## src/shared/timer_readback_pkg.sv

```systemverilog
// Constants and carrier types for the three-channel counter readback block.
// Assumes one 100 MHz clock and a host bus already synchronous to it.
package timer_readback_pkg;

	localparam int REF_CLK_HZ = 100_000_000;
	localparam int FIXED_CLK_HZ = 1_000_000;
	localparam int DIV_HALF_CYCLES = REF_CLK_HZ / (2 * FIXED_CLK_HZ);
	localparam logic [5:0] DIV_LAST = 6'(DIV_HALF_CYCLES - 1);

	localparam int NUM_COUNTERS = 3;
	localparam logic [1:0] ADDR_CTRL = 2'h3;
	localparam int FIXED_CLK_COUNTER = 1;

	// Control byte fields.
	localparam int CTRL_SC_HI = 7;
	localparam int CTRL_SC_LO = 6;
	localparam int CTRL_RW_HI = 5;
	localparam int CTRL_RW_LO = 4;
	localparam int CTRL_MODE_HI = 3;
	localparam int CTRL_MODE_LO = 1;
	localparam int CTRL_BCD_BIT = 0;
	localparam logic [1:0] SC_READBACK = 2'h3;

	// Readback command fields.
	localparam int RB_CNT_BIT = 5;
	localparam int RB_STA_BIT = 4;
	localparam int RB_SEL_LO = 1;

	// Access formats.
	localparam logic [1:0] RW_LATCH = 2'h0;
	localparam logic [1:0] RW_LSB = 2'h1;
	localparam logic [1:0] RW_MSB = 2'h2;
	localparam logic [1:0] RW_WORD = 2'h3;

	localparam logic [2:0] MODE_TERMINAL = 3'h0;
	localparam int MODE_PERIODIC_BIT = 1;
	localparam logic [15:0] TC_VALUE = 16'h0001;
	localparam logic [15:0] COUNT_RESET = 16'h0000;
	localparam logic [7:0] BYTE_ZERO = 8'h00;
	localparam logic [1:0] FMT_RESET = 2'h3;

	// Host access, one cycle strobes.
	typedef struct packed {
		logic [1:0] addr;
		logic [7:0] wdata;
		logic wr;
		logic rd;
	} io_req_t;

	// Snapshot layout, bit 7 down to bit 0.
	typedef struct packed {
		logic out_level;
		logic null_count;
		logic access_format_hi;
		logic access_format_lo;
		logic mode_sel_2;
		logic mode_sel_1;
		logic mode_sel_0;
		logic bcd;
	} counter_status_snapshot_t;

endpackage

```

## src/hw/counter_readback_status_latch.sv

```systemverilog
// Three 16-bit down counters with count latch, status latch and readback.
// Assumes a host bus with single-cycle read and write strobes on ref_clk.
`timescale 1ns/1ps
module counter_readback_status_latch (
	input wire logic ref_clk, // 100 MHz system clock.
	input wire logic rst, // Synchronous reset, active high.
	input wire timer_readback_pkg::io_req_t bus, // Host access strobes.
	output logic [7:0] rdata, // Read data, valid after a read.
	input wire logic count_clk_0, // Counter 0 count clock pin.
	input wire logic count_clk_2, // Counter 2 count clock pin.
	input wire logic [2:0] gate_in, // Gate pins, high enables.
	output logic [2:0] out_level, // Counter output pins.
	output logic fixed_clk_out // Fixed 1 MHz clock out.
);
	localparam int N = timer_readback_pkg::NUM_COUNTERS;

	logic [1:0] clk_sync;
	logic [2:0] gate_sync;
	logic [1:0] clk_prev_ff;
	logic [5:0] div_cnt_ff;
	logic fixed_clk_ff;
	logic fixed_rise;
	logic [2:0] count_edge;
	logic [7:0] rdata_ff;

	sync_two_flop #(.WIDTH(2)) u_clk_sync (
		.ref_clk(ref_clk),
		.rst(rst),
		.din({count_clk_2, count_clk_0}),
		.dout(clk_sync)
	);

	sync_two_flop #(.WIDTH(3)) u_gate_sync (
		.ref_clk(ref_clk),
		.rst(rst),
		.din(gate_in),
		.dout(gate_sync)
	);

	// Divider for the fixed clock; it drives counter 1 and the pin.
	assign fixed_rise = (div_cnt_ff == timer_readback_pkg::DIV_LAST) &&
		!fixed_clk_ff;

	always_ff @(posedge ref_clk) begin
		if (rst) begin
			div_cnt_ff <= '0;
			fixed_clk_ff <= 1'b0;
			clk_prev_ff <= '0;
		end else begin
			clk_prev_ff <= clk_sync;
			if (div_cnt_ff == timer_readback_pkg::DIV_LAST) begin
				div_cnt_ff <= '0;
				fixed_clk_ff <= !fixed_clk_ff;
			end else begin
				div_cnt_ff <= div_cnt_ff + 6'h01;
			end
		end
	end

	assign fixed_clk_out = fixed_clk_ff;
	assign count_edge[0] = clk_sync[0] && !clk_prev_ff[0];
	assign count_edge[1] = fixed_rise;
	assign count_edge[2] = clk_sync[1] && !clk_prev_ff[1];

	// Command decode shared by all counters.
	wire ctrl_wr = bus.wr && (bus.addr == timer_readback_pkg::ADDR_CTRL);
	wire [1:0] sc_field = bus.wdata[timer_readback_pkg::CTRL_SC_HI:
		timer_readback_pkg::CTRL_SC_LO];
	wire [1:0] rw_field = bus.wdata[timer_readback_pkg::CTRL_RW_HI:
		timer_readback_pkg::CTRL_RW_LO];
	wire is_readback = ctrl_wr && (sc_field == timer_readback_pkg::SC_READBACK);
	wire rb_cnt_n = bus.wdata[timer_readback_pkg::RB_CNT_BIT];
	wire rb_sta_n = bus.wdata[timer_readback_pkg::RB_STA_BIT];

	logic [7:0] rd_byte [N];

	genvar i;
	generate
		for (i = 0; i < N; i++) begin : g_ch
			logic [2:0] mode_ff;
			logic [1:0] fmt_ff;
			logic bcd_ff;
			logic out_ff;
			logic null_ff;
			logic load_pend_ff;
			logic armed_ff;
			logic [15:0] count_reg_ff;
			logic [15:0] ce_ff;
			logic [15:0] hold_ff;
			logic latched_ff;
			timer_readback_pkg::counter_status_snapshot_t snap_ff;
			logic sta_pend_ff;
			logic rd_hi_ff;
			logic wr_hi_ff;
			timer_readback_pkg::counter_status_snapshot_t status_now;

			wire here = (bus.addr == 2'(i));
			wire sel_ctrl = ctrl_wr && !is_readback && (sc_field == 2'(i));
			wire rb_sel = is_readback &&
				bus.wdata[timer_readback_pkg::RB_SEL_LO + i];
			wire prog = sel_ctrl && (rw_field != timer_readback_pkg::RW_LATCH);
			wire cnt_cmd = (sel_ctrl &&
				(rw_field == timer_readback_pkg::RW_LATCH)) ||
				(rb_sel && !rb_cnt_n);
			wire sta_cmd = rb_sel && !rb_sta_n;
			wire data_wr = bus.wr && here;
			wire data_rd = bus.rd && here;
			wire is_word = (fmt_ff == timer_readback_pkg::RW_WORD);
			wire take_hi = (fmt_ff == timer_readback_pkg::RW_MSB) ||
				(is_word && rd_hi_ff);
			wire [15:0] src = latched_ff ? hold_ff : ce_ff;
			wire read_done = !is_word || rd_hi_ff;
			wire tc = (ce_ff == timer_readback_pkg::TC_VALUE);
			wire periodic = mode_ff[timer_readback_pkg::MODE_PERIODIC_BIT];

			assign status_now = '{
				out_level: out_ff,
				null_count: null_ff,
				access_format_hi: fmt_ff[1],
				access_format_lo: fmt_ff[0],
				mode_sel_2: mode_ff[2],
				mode_sel_1: mode_ff[1],
				mode_sel_0: mode_ff[0],
				bcd: bcd_ff
			};

			// Pending status wins over held count bytes.
			assign rd_byte[i] = sta_pend_ff ? snap_ff :
				(take_hi ? src[15:8] : src[7:0]);
			assign out_level[i] = out_ff;

			always_ff @(posedge ref_clk) begin
				if (rst) begin
					mode_ff <= timer_readback_pkg::MODE_TERMINAL;
					fmt_ff <= timer_readback_pkg::FMT_RESET;
					bcd_ff <= 1'b0;
					out_ff <= 1'b0;
					null_ff <= 1'b0;
					load_pend_ff <= 1'b0;
					armed_ff <= 1'b0;
					count_reg_ff <= timer_readback_pkg::COUNT_RESET;
					ce_ff <= timer_readback_pkg::COUNT_RESET;
					hold_ff <= timer_readback_pkg::COUNT_RESET;
					latched_ff <= 1'b0;
					snap_ff <= '0;
					sta_pend_ff <= 1'b0;
					rd_hi_ff <= 1'b0;
					wr_hi_ff <= 1'b0;
				end else if (prog) begin
					mode_ff <= bus.wdata[timer_readback_pkg::CTRL_MODE_HI:
						timer_readback_pkg::CTRL_MODE_LO];
					fmt_ff <= rw_field;
					bcd_ff <= bus.wdata[timer_readback_pkg::CTRL_BCD_BIT];
					out_ff <= (bus.wdata[timer_readback_pkg::CTRL_MODE_HI:
						timer_readback_pkg::CTRL_MODE_LO] !=
						timer_readback_pkg::MODE_TERMINAL);
					null_ff <= 1'b1;
					load_pend_ff <= 1'b0;
					armed_ff <= 1'b0;
					latched_ff <= 1'b0;
					sta_pend_ff <= 1'b0;
					rd_hi_ff <= 1'b0;
					wr_hi_ff <= 1'b0;
				end else begin
					// Counting element; a pending load is taken first.
					if (count_edge[i] && gate_sync[i]) begin
						if (load_pend_ff) begin
							ce_ff <= count_reg_ff;
							load_pend_ff <= 1'b0;
							null_ff <= 1'b0;
							armed_ff <= 1'b1;
						end else if (armed_ff) begin
							ce_ff <= ce_ff - 16'h0001;
							if (tc && mode_ff == timer_readback_pkg::MODE_TERMINAL) begin
								out_ff <= 1'b1;
							end else if (tc && periodic) begin
								ce_ff <= count_reg_ff;
								out_ff <= !out_ff;
							end
						end
					end
					// A new count write after the transfer sets null again.
					if (data_wr) begin
						unique case (fmt_ff)
							timer_readback_pkg::RW_LSB: begin
								count_reg_ff <= {timer_readback_pkg::BYTE_ZERO,
									bus.wdata};
								load_pend_ff <= 1'b1;
								null_ff <= 1'b1;
							end
							timer_readback_pkg::RW_MSB: begin
								count_reg_ff <= {bus.wdata,
									timer_readback_pkg::BYTE_ZERO};
								load_pend_ff <= 1'b1;
								null_ff <= 1'b1;
							end
							default: begin
								wr_hi_ff <= !wr_hi_ff;
								if (!wr_hi_ff) begin
									count_reg_ff[7:0] <= bus.wdata;
								end else begin
									count_reg_ff[15:8] <= bus.wdata;
									load_pend_ff <= 1'b1;
									null_ff <= 1'b1;
								end
							end
						endcase
					end
					if (cnt_cmd && !latched_ff) begin
						hold_ff <= ce_ff;
						latched_ff <= 1'b1;
					end
					if (sta_cmd && !sta_pend_ff) begin
						snap_ff <= status_now;
						sta_pend_ff <= 1'b1;
					end
					if (data_rd) begin
						if (sta_pend_ff) begin
							sta_pend_ff <= 1'b0;
						end else begin
							if (is_word) begin
								rd_hi_ff <= !rd_hi_ff;
							end
							if (latched_ff && read_done) begin
								latched_ff <= 1'b0;
							end
						end
					end
				end
			end
		end
	endgenerate

	// Read data is registered; the control location reads as zero.
	always_ff @(posedge ref_clk) begin
		if (rst) begin
			rdata_ff <= timer_readback_pkg::BYTE_ZERO;
		end else if (bus.rd) begin
			rdata_ff <= (bus.addr == timer_readback_pkg::ADDR_CTRL) ?
				timer_readback_pkg::BYTE_ZERO : rd_byte[bus.addr];
		end
	end

	assign rdata = rdata_ff;
endmodule

```

## src/hw/sync_two_flop.sv

```systemverilog
// Two flip-flop synchroniser for a bundle of asynchronous levels.
// Assumes the levels are slow compared to the sampling clock.
`timescale 1ns/1ps
module sync_two_flop #(
	parameter int WIDTH = 1
) (
	input wire logic ref_clk, // Sampling clock.
	input wire logic rst, // Synchronous reset, active high.
	input wire logic [WIDTH-1:0] din, // Asynchronous levels.
	output logic [WIDTH-1:0] dout // Synchronised levels.
);
	logic [WIDTH-1:0] meta_ff;

	always_ff @(posedge ref_clk) begin
		if (rst) begin
			meta_ff <= '0;
			dout <= '0;
		end else begin
			meta_ff <= din;
			dout <= meta_ff;
		end
	end
endmodule

```

## config.mk

```make
export PLATFORM = sky130hd
export DESIGN_NAME = counter_readback_status_latch
export DESIGN_NICKNAME = d
export VERILOG_FILES = /design/src/shared/timer_readback_pkg.sv /design/src/hw/counter_readback_status_latch.sv /design/src/hw/sync_two_flop.sv
export SDC_FILE = /design/constraint.sdc
export NUM_CORES = 1
export LEC_CHECK = 0
export BUFFER_PORTS_ARGS = -buffer_cell sky130_fd_sc_hd__buf_2
export CAP_MARGIN = 40
export CORE_MARGIN = 2
export CORE_UTILIZATION = 35
export DETAILED_ROUTE_END_ITERATION = 8
export SETUP_SLACK_MARGIN = 0.2
export SKIP_CTS_REPAIR_TIMING = 1
export SKIP_LAST_GASP = 1
export SYNTH_ARGS = -nofsm -noshare
export SYNTH_HDL_FRONTEND = slang
export SYNTH_SLANG_ARGS = --single-unit
```

## constraint.sdc

```tcl
create_clock -name ref_clk -period 3.2 [get_ports ref_clk]
set_input_delay 0.64 -clock ref_clk [delete_from_list [all_inputs] [get_ports ref_clk]]
set_output_delay 0.64 -clock ref_clk [all_outputs]
set_load 0.02 [all_outputs]
```

**After elaboration in Yosys (flattened, before gate mapping)**

Index checks and enable logic that the tools add are counted.

- Register bits after elaboration: 237
- Bits of input ports: 19
- Output and inout port bits: 12
- Logic and storage cells: 361

- $add $sub $neg: 4
- Magnitude comparators: 1
- Eq/ne operators: 25
- Multiplexer cells: 103
- Bitwise operators: 10
- Reduce and logical (&&, ||, !) cells: 141

Operator list:

| kind | number |
|---|---|
| 16-bit two-way mux | 15 |
| 8-bit two-way mux | 15 |
| 16-bit one-hot mux with 2 select lines | 3 |
| 1-bit two-way mux | 69 |
| 1-bit logical AND | 51 |
| 16-bit by 1-bit equality test with 1-bit output (second input constant) | 3 |
| 16-bit by 1-bit subtractor with 16-bit output (second input constant) | 3 |
| 3-bit AND reduction | 12 |
| 1-bit zero test | 24 |
| 2-bit AND reduction | 12 |
| 3-bit nonzero test | 7 |
| 2-bit equality test (second input constant) | 10 |
| 2-bit nonzero test | 10 |
| 8-bit binary-select mux with 2-bit select | 1 |
| 2-bit OR reduction | 7 |
| 4-bit AND reduction | 3 |
| 2-bit by 1-bit equality test with 1-bit output (second input constant) | 5 |
| 3-bit zero test | 3 |
| 1-bit logical OR | 9 |
| 3-bit by 1-bit != test with 1-bit output (second input constant) | 3 |
| 1-bit NOT | 9 |
| 6-bit by 1-bit adder with 6-bit output (second input constant) | 1 |
| 6-bit equality test (second input constant) | 1 |
| 2-bit zero test | 3 |
| 3 further kinds | 5 |

**Longest topological paths before layout**

- Depth after elaboration: 13
- Depth in mapped cells: 10
- Mapped depth without buffers: 8

**Cells and area by module**

From an unflattened synthesis, not the netlist that was laid out.

- Cell total of the unflattened synthesis: 1312
- Area, all modules: 11345.9 sq um

Modules (own cells, without submodules):

| module | times used | cells each | area an instance (sq um) | seq. area each (sq um) |
|---|---|---|---|---|
| counter_readback_status_latch | 1 | 1292 | 11083.1 | 4544.4 |
| sync_two_flop at u_gate_sync | 1 | 12 | 157.7 | 120.1 |
| sync_two_flop at u_clk_sync | 1 | 8 | 105.1 | 80.1 |

**Worst setup path before layout**

No wires, ideal clock.

- Path type: input port to flip-flop
- Start: input port bus[11] (netlist name)
- End: register g_ch[1].hold_ff[10]
- Library setup time: 128 ps
- Arrival: 2237 ps
- Required time: 3072 ps
- Setup slack: 835 ps
- Cell stages on the path: 9
- Buffers on the path: 3
- Cell sequence: clkbuf_1 -> nand4_1 -> or2_2 -> nor2_1 -> o21ai_0 -> buf_1 -> buf_2 -> mux2i_1 -> nor2_1

- Cells in the longest elaborated chain, start to end: 10
- Elaborated cells between the ends (all ways): 14
- Those cells by class: eq/ne: 1; bitwise: 1; reduce/logical: 12

Ends and longest elaborated chain:

| element | RTL line | RTL |
|---|---|---|
| start, declared | counter_readback_status_latch.sv:7 | `input wire timer_readback_pkg::io_req_t bus,` |
| 2-bit equality test * | counter_readback_status_latch.sv:66 | `wire ctrl_wr = bus.wr && (bus.addr == timer_readback_pkg::ADDR_CTRL);` |
| 1-bit logical AND * | counter_readback_status_latch.sv:66 |  |
| 1-bit logical AND | counter_readback_status_latch.sv:71 | `wire is_readback = ctrl_wr && (sc_field == timer_readback_pkg::SC_READBACK);` |
| 1-bit zero test | counter_readback_status_latch.sv:98 | `wire sel_ctrl = ctrl_wr && !is_readback && (sc_field == 2'(i));` |
| 1-bit logical AND (2 in a row) | counter_readback_status_latch.sv:98 |  |
| 1-bit logical AND | counter_readback_status_latch.sv:102 | `wire cnt_cmd = (sel_ctrl &&` |
| 1-bit logical OR | counter_readback_status_latch.sv:103 | `(rw_field == timer_readback_pkg::RW_LATCH)) \|\|` |
| 1-bit logical AND | counter_readback_status_latch.sv:209 | `if (cnt_cmd && !latched_ff) begin` |
| 2-bit AND reduction (no line) * | -- |  |
| end signal, assigned | counter_readback_status_latch.sv:143 | `hold_ff <= timer_readback_pkg::COUNT_RESET;` |
| end, declared | counter_readback_status_latch.sv:89 | `logic [15:0] hold_ff;` |

Every way passes the cells marked *; elsewhere a longest branch is shown, timed or not.
A chain may end at the register's enable or synchronous reset.

**Final worst setup path**

- Start: register g_ch[1].ce_ff[0]
- End: register g_ch[1].ce_ff[14]

- Cells in the longest elaborated chain, start to end: 6
- Elaborated cells between the ends (all ways): 8
- Those cells by class: add/sub: 1; eq/ne: 1; mux: 4; reduce/logical: 2

Ends and longest elaborated chain:

| element | RTL line | RTL |
|---|---|---|
| start, declared | counter_readback_status_latch.sv:88 | `logic [15:0] ce_ff;` |
| start signal, assigned | counter_readback_status_latch.sv:142 | `ce_ff <= timer_readback_pkg::COUNT_RESET;` |
| start signal, assigned | counter_readback_status_latch.sv:168 | `ce_ff <= count_reg_ff;` |
| start signal, assigned | counter_readback_status_latch.sv:173 | `ce_ff <= ce_ff - 16'h0001;` |
| branches (longest 3 deep; another with 16-bit by 1-bit subtractor with 16-bit output) | -- |  |
| 16-bit two-way mux * | counter_readback_status_latch.sv:174 | `if (tc && mode_ff == timer_readback_pkg::MODE_TERMINAL) begin` |
| 16-bit two-way mux * | counter_readback_status_latch.sv:172 | `end else if (armed_ff) begin` |
| 16-bit two-way mux * | counter_readback_status_latch.sv:167 | `if (load_pend_ff) begin` |

Mark *: on every way between the ends. The select of a mux whose other input is x is not followed.

==> Implementation_results.wiki <==
{| class="wikitable"
! Metric !! Value
|-
| RSZ-0062 raised after global routing || false
|-
| Crit Reg-Reg Startpoint || g_ch[1].ce_ff[0]$_SDFFE_PP0P_
|-
| Highest fanout seen on the critical path || 9
|-
| Sequential power share || a little under half
|-
| Mean routed wirelength per cell || 17.6 um
|-
| Final core utilization || about two fifths
|-
| Clock input transition at the sequential cells of the worst setup and hold paths || 0.06 ns
|-
| Setup Viol. Count Final || 0
|-
| Number of port buffers || 30
|-
| Number of unique standard cell types used by synthesis || 70
|-
| Critical-path top delay cell || sky130_fd_sc_hd__or4b_1
|-
| Switching power || 1.52 mW
|-
| Cell depth of the worst flop-to-flop path || 7
|-
| Highest-count cells in the layout ignoring fill and taps || sky130_fd_sc_hd__dfxtp_1 (237), sky130_fd_sc_hd__nor2_1 (159), sky130_fd_sc_hd__nand2_1 (134)
|-
| Combinational family with the most area after synthesis || simple AND/OR/NAND/NOR gates
|-
| CTS H-Tree Depth || 1
|-
| Logic gate share of total power || 4.8%
|-
| CTS tree || built
|-
| Clock Skew || 0.0360 ns
|-
| Clock buffer count from CTS || 28
|-
| Final clock period utilization by the worst path || around four fifths
|-
| Delay of the slowest critical-path stage || 0.59 ns
|-
| Standard-cell row count || 65
|-
| Number of warnings issued by yosys || 0
|-
| Power density relative to cell area || 504 nW/um^2
|-
| Sum of buffers and inverters on the critical path || 1
|-
| Capture point of the worst reg-to-reg path || g_ch[1].ce_ff[14]$_SDFFE_PP0P_
|-
| CP Cell Sequence || inv_1, ha_1, or4b_1, or4_4, or3_1, a21oi_1, a31o_1
|-
| Total power of the final layout || 6.43 mW
|-
| Total routed wirelength || just over 30,000 um
|-
| TritonRoute pass-1 iters || 8
|-
| Max Root-Sink Buffers || 3
|-
| Die Area || 33,800 um^2
|-
| Share of final-layout standard cells stronger than drive strength 1 || 12.5%
|-
| Number of slew-limit violations in the final report || 0
|-
| Endpoint required time on the critical path || 3.71 ns
|-
| Type of the tightest min-delay check || in2reg
|-
| P&R area growth vs syn || 12.8%
|-
| Max Cap Viol || 0
|-
| Antenna-violating nets left || 0
|-
| Placer's final routability congestion estimate || 0.845
|-
| Number of design rule violations left after detail routing || 0
|-
| Family with the most delay on the worst path || simple AND/OR/NAND/NOR gates
|-
| Sum of negative setup slack || 0 ns
|-
| Starting density of the core || between 30% and 40%
|-
| Multi-input combinational cell area || between 6000 and 7000 um^2
|-
| Overall overflow remaining after global route || 0
|-
| Library cell used as clock root buffer || sky130_fd_sc_hd__clkbuf_16
|-
| Worst R2R Setup Slack || 0.69 ns
|-
| Mean cell area of the mapped netlist || 8.48 um^2
|-
| Leakage power figure || slightly below 5 nW
|-
| Synthesized cell area || 11,300 um^2
|-
| Top_reg_cell synth || sky130_fd_sc_hd__dfxtp_1
|-
| Max Clock Freq || 398 MHz
|-
| Startpoint types || flop
|-
| Share of synthesized flip-flops with an asynchronous set or reset || 0%
|-
| Pin count of the biggest net entering global routing || 65
|-
| Flip-flop and latch area || 4740 um^2
|-
| Final #Nets || 1,366
|-
| Switching Fraction || 23.7%
|-
| Detailed-route vias per instance || 5.53
|-
| FF+latch count, synth || 237
|-
| Skew-Pair Late Insertion Delay || approximately 0.57 ns
|-
| Commonest non-fill, non-tap cell in the layout || sky130_fd_sc_hd__dfxtp_1
|-
| Vias || roughly 9.7k
|-
| Clock power share || 48.2%
|-
| Arrival time of data at the critical path endpoint || 3.02 ns
|-
| Number of filler instances in the final layout || 3,194
|-
| Worst Path Class, Setup || reg2reg
|-
| Num ports || 31
|-
| Worst setup path endpoint || g_ch[1].ce_ff[14]$_SDFFE_PP0P_
|-
| Run status || finished, final reports clean
|-
| Mapped Cells || 1,334
|-
| Final antenna diode count || 0
|-
| Final hold violations || 0
|-
| Worst path depth || 7
|-
| Slew HR || between 40 and 50%
|-
| Final critical path time including I/O delays and setup || 2.51 ns
|-
| Number of antenna violations at the first check in global routing || 0
|-
| Slew at the pin with the worst max-slew slack || 0.842 ns
|-
| Compound-gate portion of the synthesized area || 13.9%
|-
| Syn nets || 1,370
|-
| Largest vdd supply drop || 0.422 mV
|-
| Floorplan core area || ~32,000 um^2
|-
| Global routing usage summed across all routing layers || 18.1%
|-
| Setup crit end kind || flop
|-
| HPWL Detailed || around 22,000 um
|-
| CTS sink cnt || 237
|-
| Post-synthesis simple-gate area fraction || 23.0%
|-
| DRC violation total after the first TritonRoute iteration || 740
|-
| Floorplan die width || 184 um
|-
| Critical path origin || g_ch[1].ce_ff[0]$_SDFFE_PP0P_
|-
| Number of global-route vias before repair || 8,984
|-
| Post-synthesis mux area share || 13.3%
|-
| Wire length of the first global-routing pass || 49,000 um
|-
| Internal || 4.91 mW
|-
| Register area share after synthesis || 41.9%
|-
| Number of synthesized flops with an enable pin || 0
|-
| Vertical die dimension || 184 um
|-
| Post-synthesis adder-cell area fraction || around 1.9%
|-
| XOR/XNOR share of the synthesized area || less than 1%
|}
[cell type report]
class / instances / share of cell area (%)
timing repair buffer: 67 / 3.55
clock inverter: 7 / 0.529
multi-input combinational: 964 / 47.2
tap: 402 / 3.94
inverter: 32 / 0.941
sequential: 237 / 37.2
clock buffer: 42 / 6.61
[Yosys cell counts, types with 16 or more instances]
cell | n | area share (%)
sky130_fd_sc_hd__dfxtp_1 | 237 | 42
sky130_fd_sc_hd__nor2_1 | 159 | 5.3
sky130_fd_sc_hd__nand2_1 | 134 | 4.4
sky130_fd_sc_hd__a21oi_1 | 116 | 5.1
sky130_fd_sc_hd__nand3_1 | 101 | 4.5
sky130_fd_sc_hd__mux2i_1 | 100 | 8.8
sky130_fd_sc_hd__clkbuf_1 | 66 | 2.2
sky130_fd_sc_hd__o21ai_0 | 64 | 2.8
sky130_fd_sc_hd__nor3_1 | 38 | 1.7
sky130_fd_sc_hd__inv_1 | 32 | 1.1
sky130_fd_sc_hd__a31oi_1 | 22 | 1.2
sky130_fd_sc_hd__mux4_2 | 21 | 4.2
sky130_fd_sc_hd__ha_1 | 17 | 1.9
sky130_fd_sc_hd__buf_2 | 16 | 0.71
sky130_fd_sc_hd__nor4_1 | 16 | 0.88
[worst min-delay path by stage]
stage	from	endpoint	slack [ns]	depth (start not counted)
4_1_cts	gate_in[2]	u_gate_sync.meta_ff[2]$_SDFF_PP0_	0.29	2
3_5_place_dp	u_gate_sync.meta_ff[2]$_SDFF_PP0_	u_gate_sync.dout[2]$_SDFF_PP0_	0.42	1
5_1_grt	gate_in[2]	u_gate_sync.meta_ff[2]$_SDFF_PP0_	0.29	2
6_report	count_clk_2	u_clk_sync.meta_ff[1]$_SDFF_PP0_	0.31	2
2_1_floorplan	u_clk_sync.meta_ff[0]$_SDFF_PP0_	u_clk_sync.dout[0]$_SDFF_PP0_	0.41	1
3_3_place_gp	u_clk_sync.meta_ff[1]$_SDFF_PP0_	u_clk_sync.dout[1]$_SDFF_PP0_	0.42	1
[state kept, by name, summed over array words and instances (netlist names)]
name	cells
clk_prev_ff	2
div_cnt_ff	6
fixed_clk_out	1
g_ch.armed_ff	3
g_ch.bcd_ff	3
g_ch.ce_ff	48
g_ch.count_reg_ff	48
g_ch.fmt_ff	6
g_ch.hold_ff	48
g_ch.latched_ff	3
g_ch.load_pend_ff	3
g_ch.mode_ff	9
g_ch.null_ff	3
g_ch.out_ff	3
g_ch.rd_hi_ff	3
g_ch.snap_ff	24
g_ch.sta_pend_ff	3
g_ch.wr_hi_ff	3
rdata	8
u_clk_sync.dout	2
u_clk_sync.meta_ff	2
u_gate_sync.dout	3
u_gate_sync.meta_ff	3
[routing by layer]
metal  vias up  global-route usage, %  wire length (um)
met5         -                      0                 0
met4         0                   3.97               585
met3        47                   3.23              2060
met2       291                   29.0             13800
met1      4636                   25.5             14400
li1       4717                      -                 -
[stage by stage]
step | worst slack, ns | hold slack (ns) | cells | instance area (um^2)
floorplan | 0.835 | 0.414 | 1334 | 11300
global placement | 0.543 | 0.419 | 1698 | 11800
detailed placement | 0.632 | 0.421 | 1702 | 11900
CTS | 0.669 | 0.289 | 1751 | 12800
global route | 0.477 | 0.293 | 1751 | 12800
finish | 0.688 | 0.309 | 1751 | 12800
[cells by family after synthesis]
logic type                 after synthesis
muxes                                  124
AOI/OAI and AO/OA                      268
and+or+nand+nor                        544
buffers and inverters                  133
xor gates and xnor gates                11
DFF                                    237
adders and majority gates               17
[power by group through the flow]
stage	sequential (mW)	combinational (mW)	clock (mW)
CTS	3.02	0.309	3.15
global placement	3.08	0.300	0
floorplan	3.08	0.210	0
detailed placement	3.08	0.308	0
finish	3.02	0.309	3.10
global route	3.02	0.339	3.27
No activity file was read; power rests on OpenSTA's default activity.
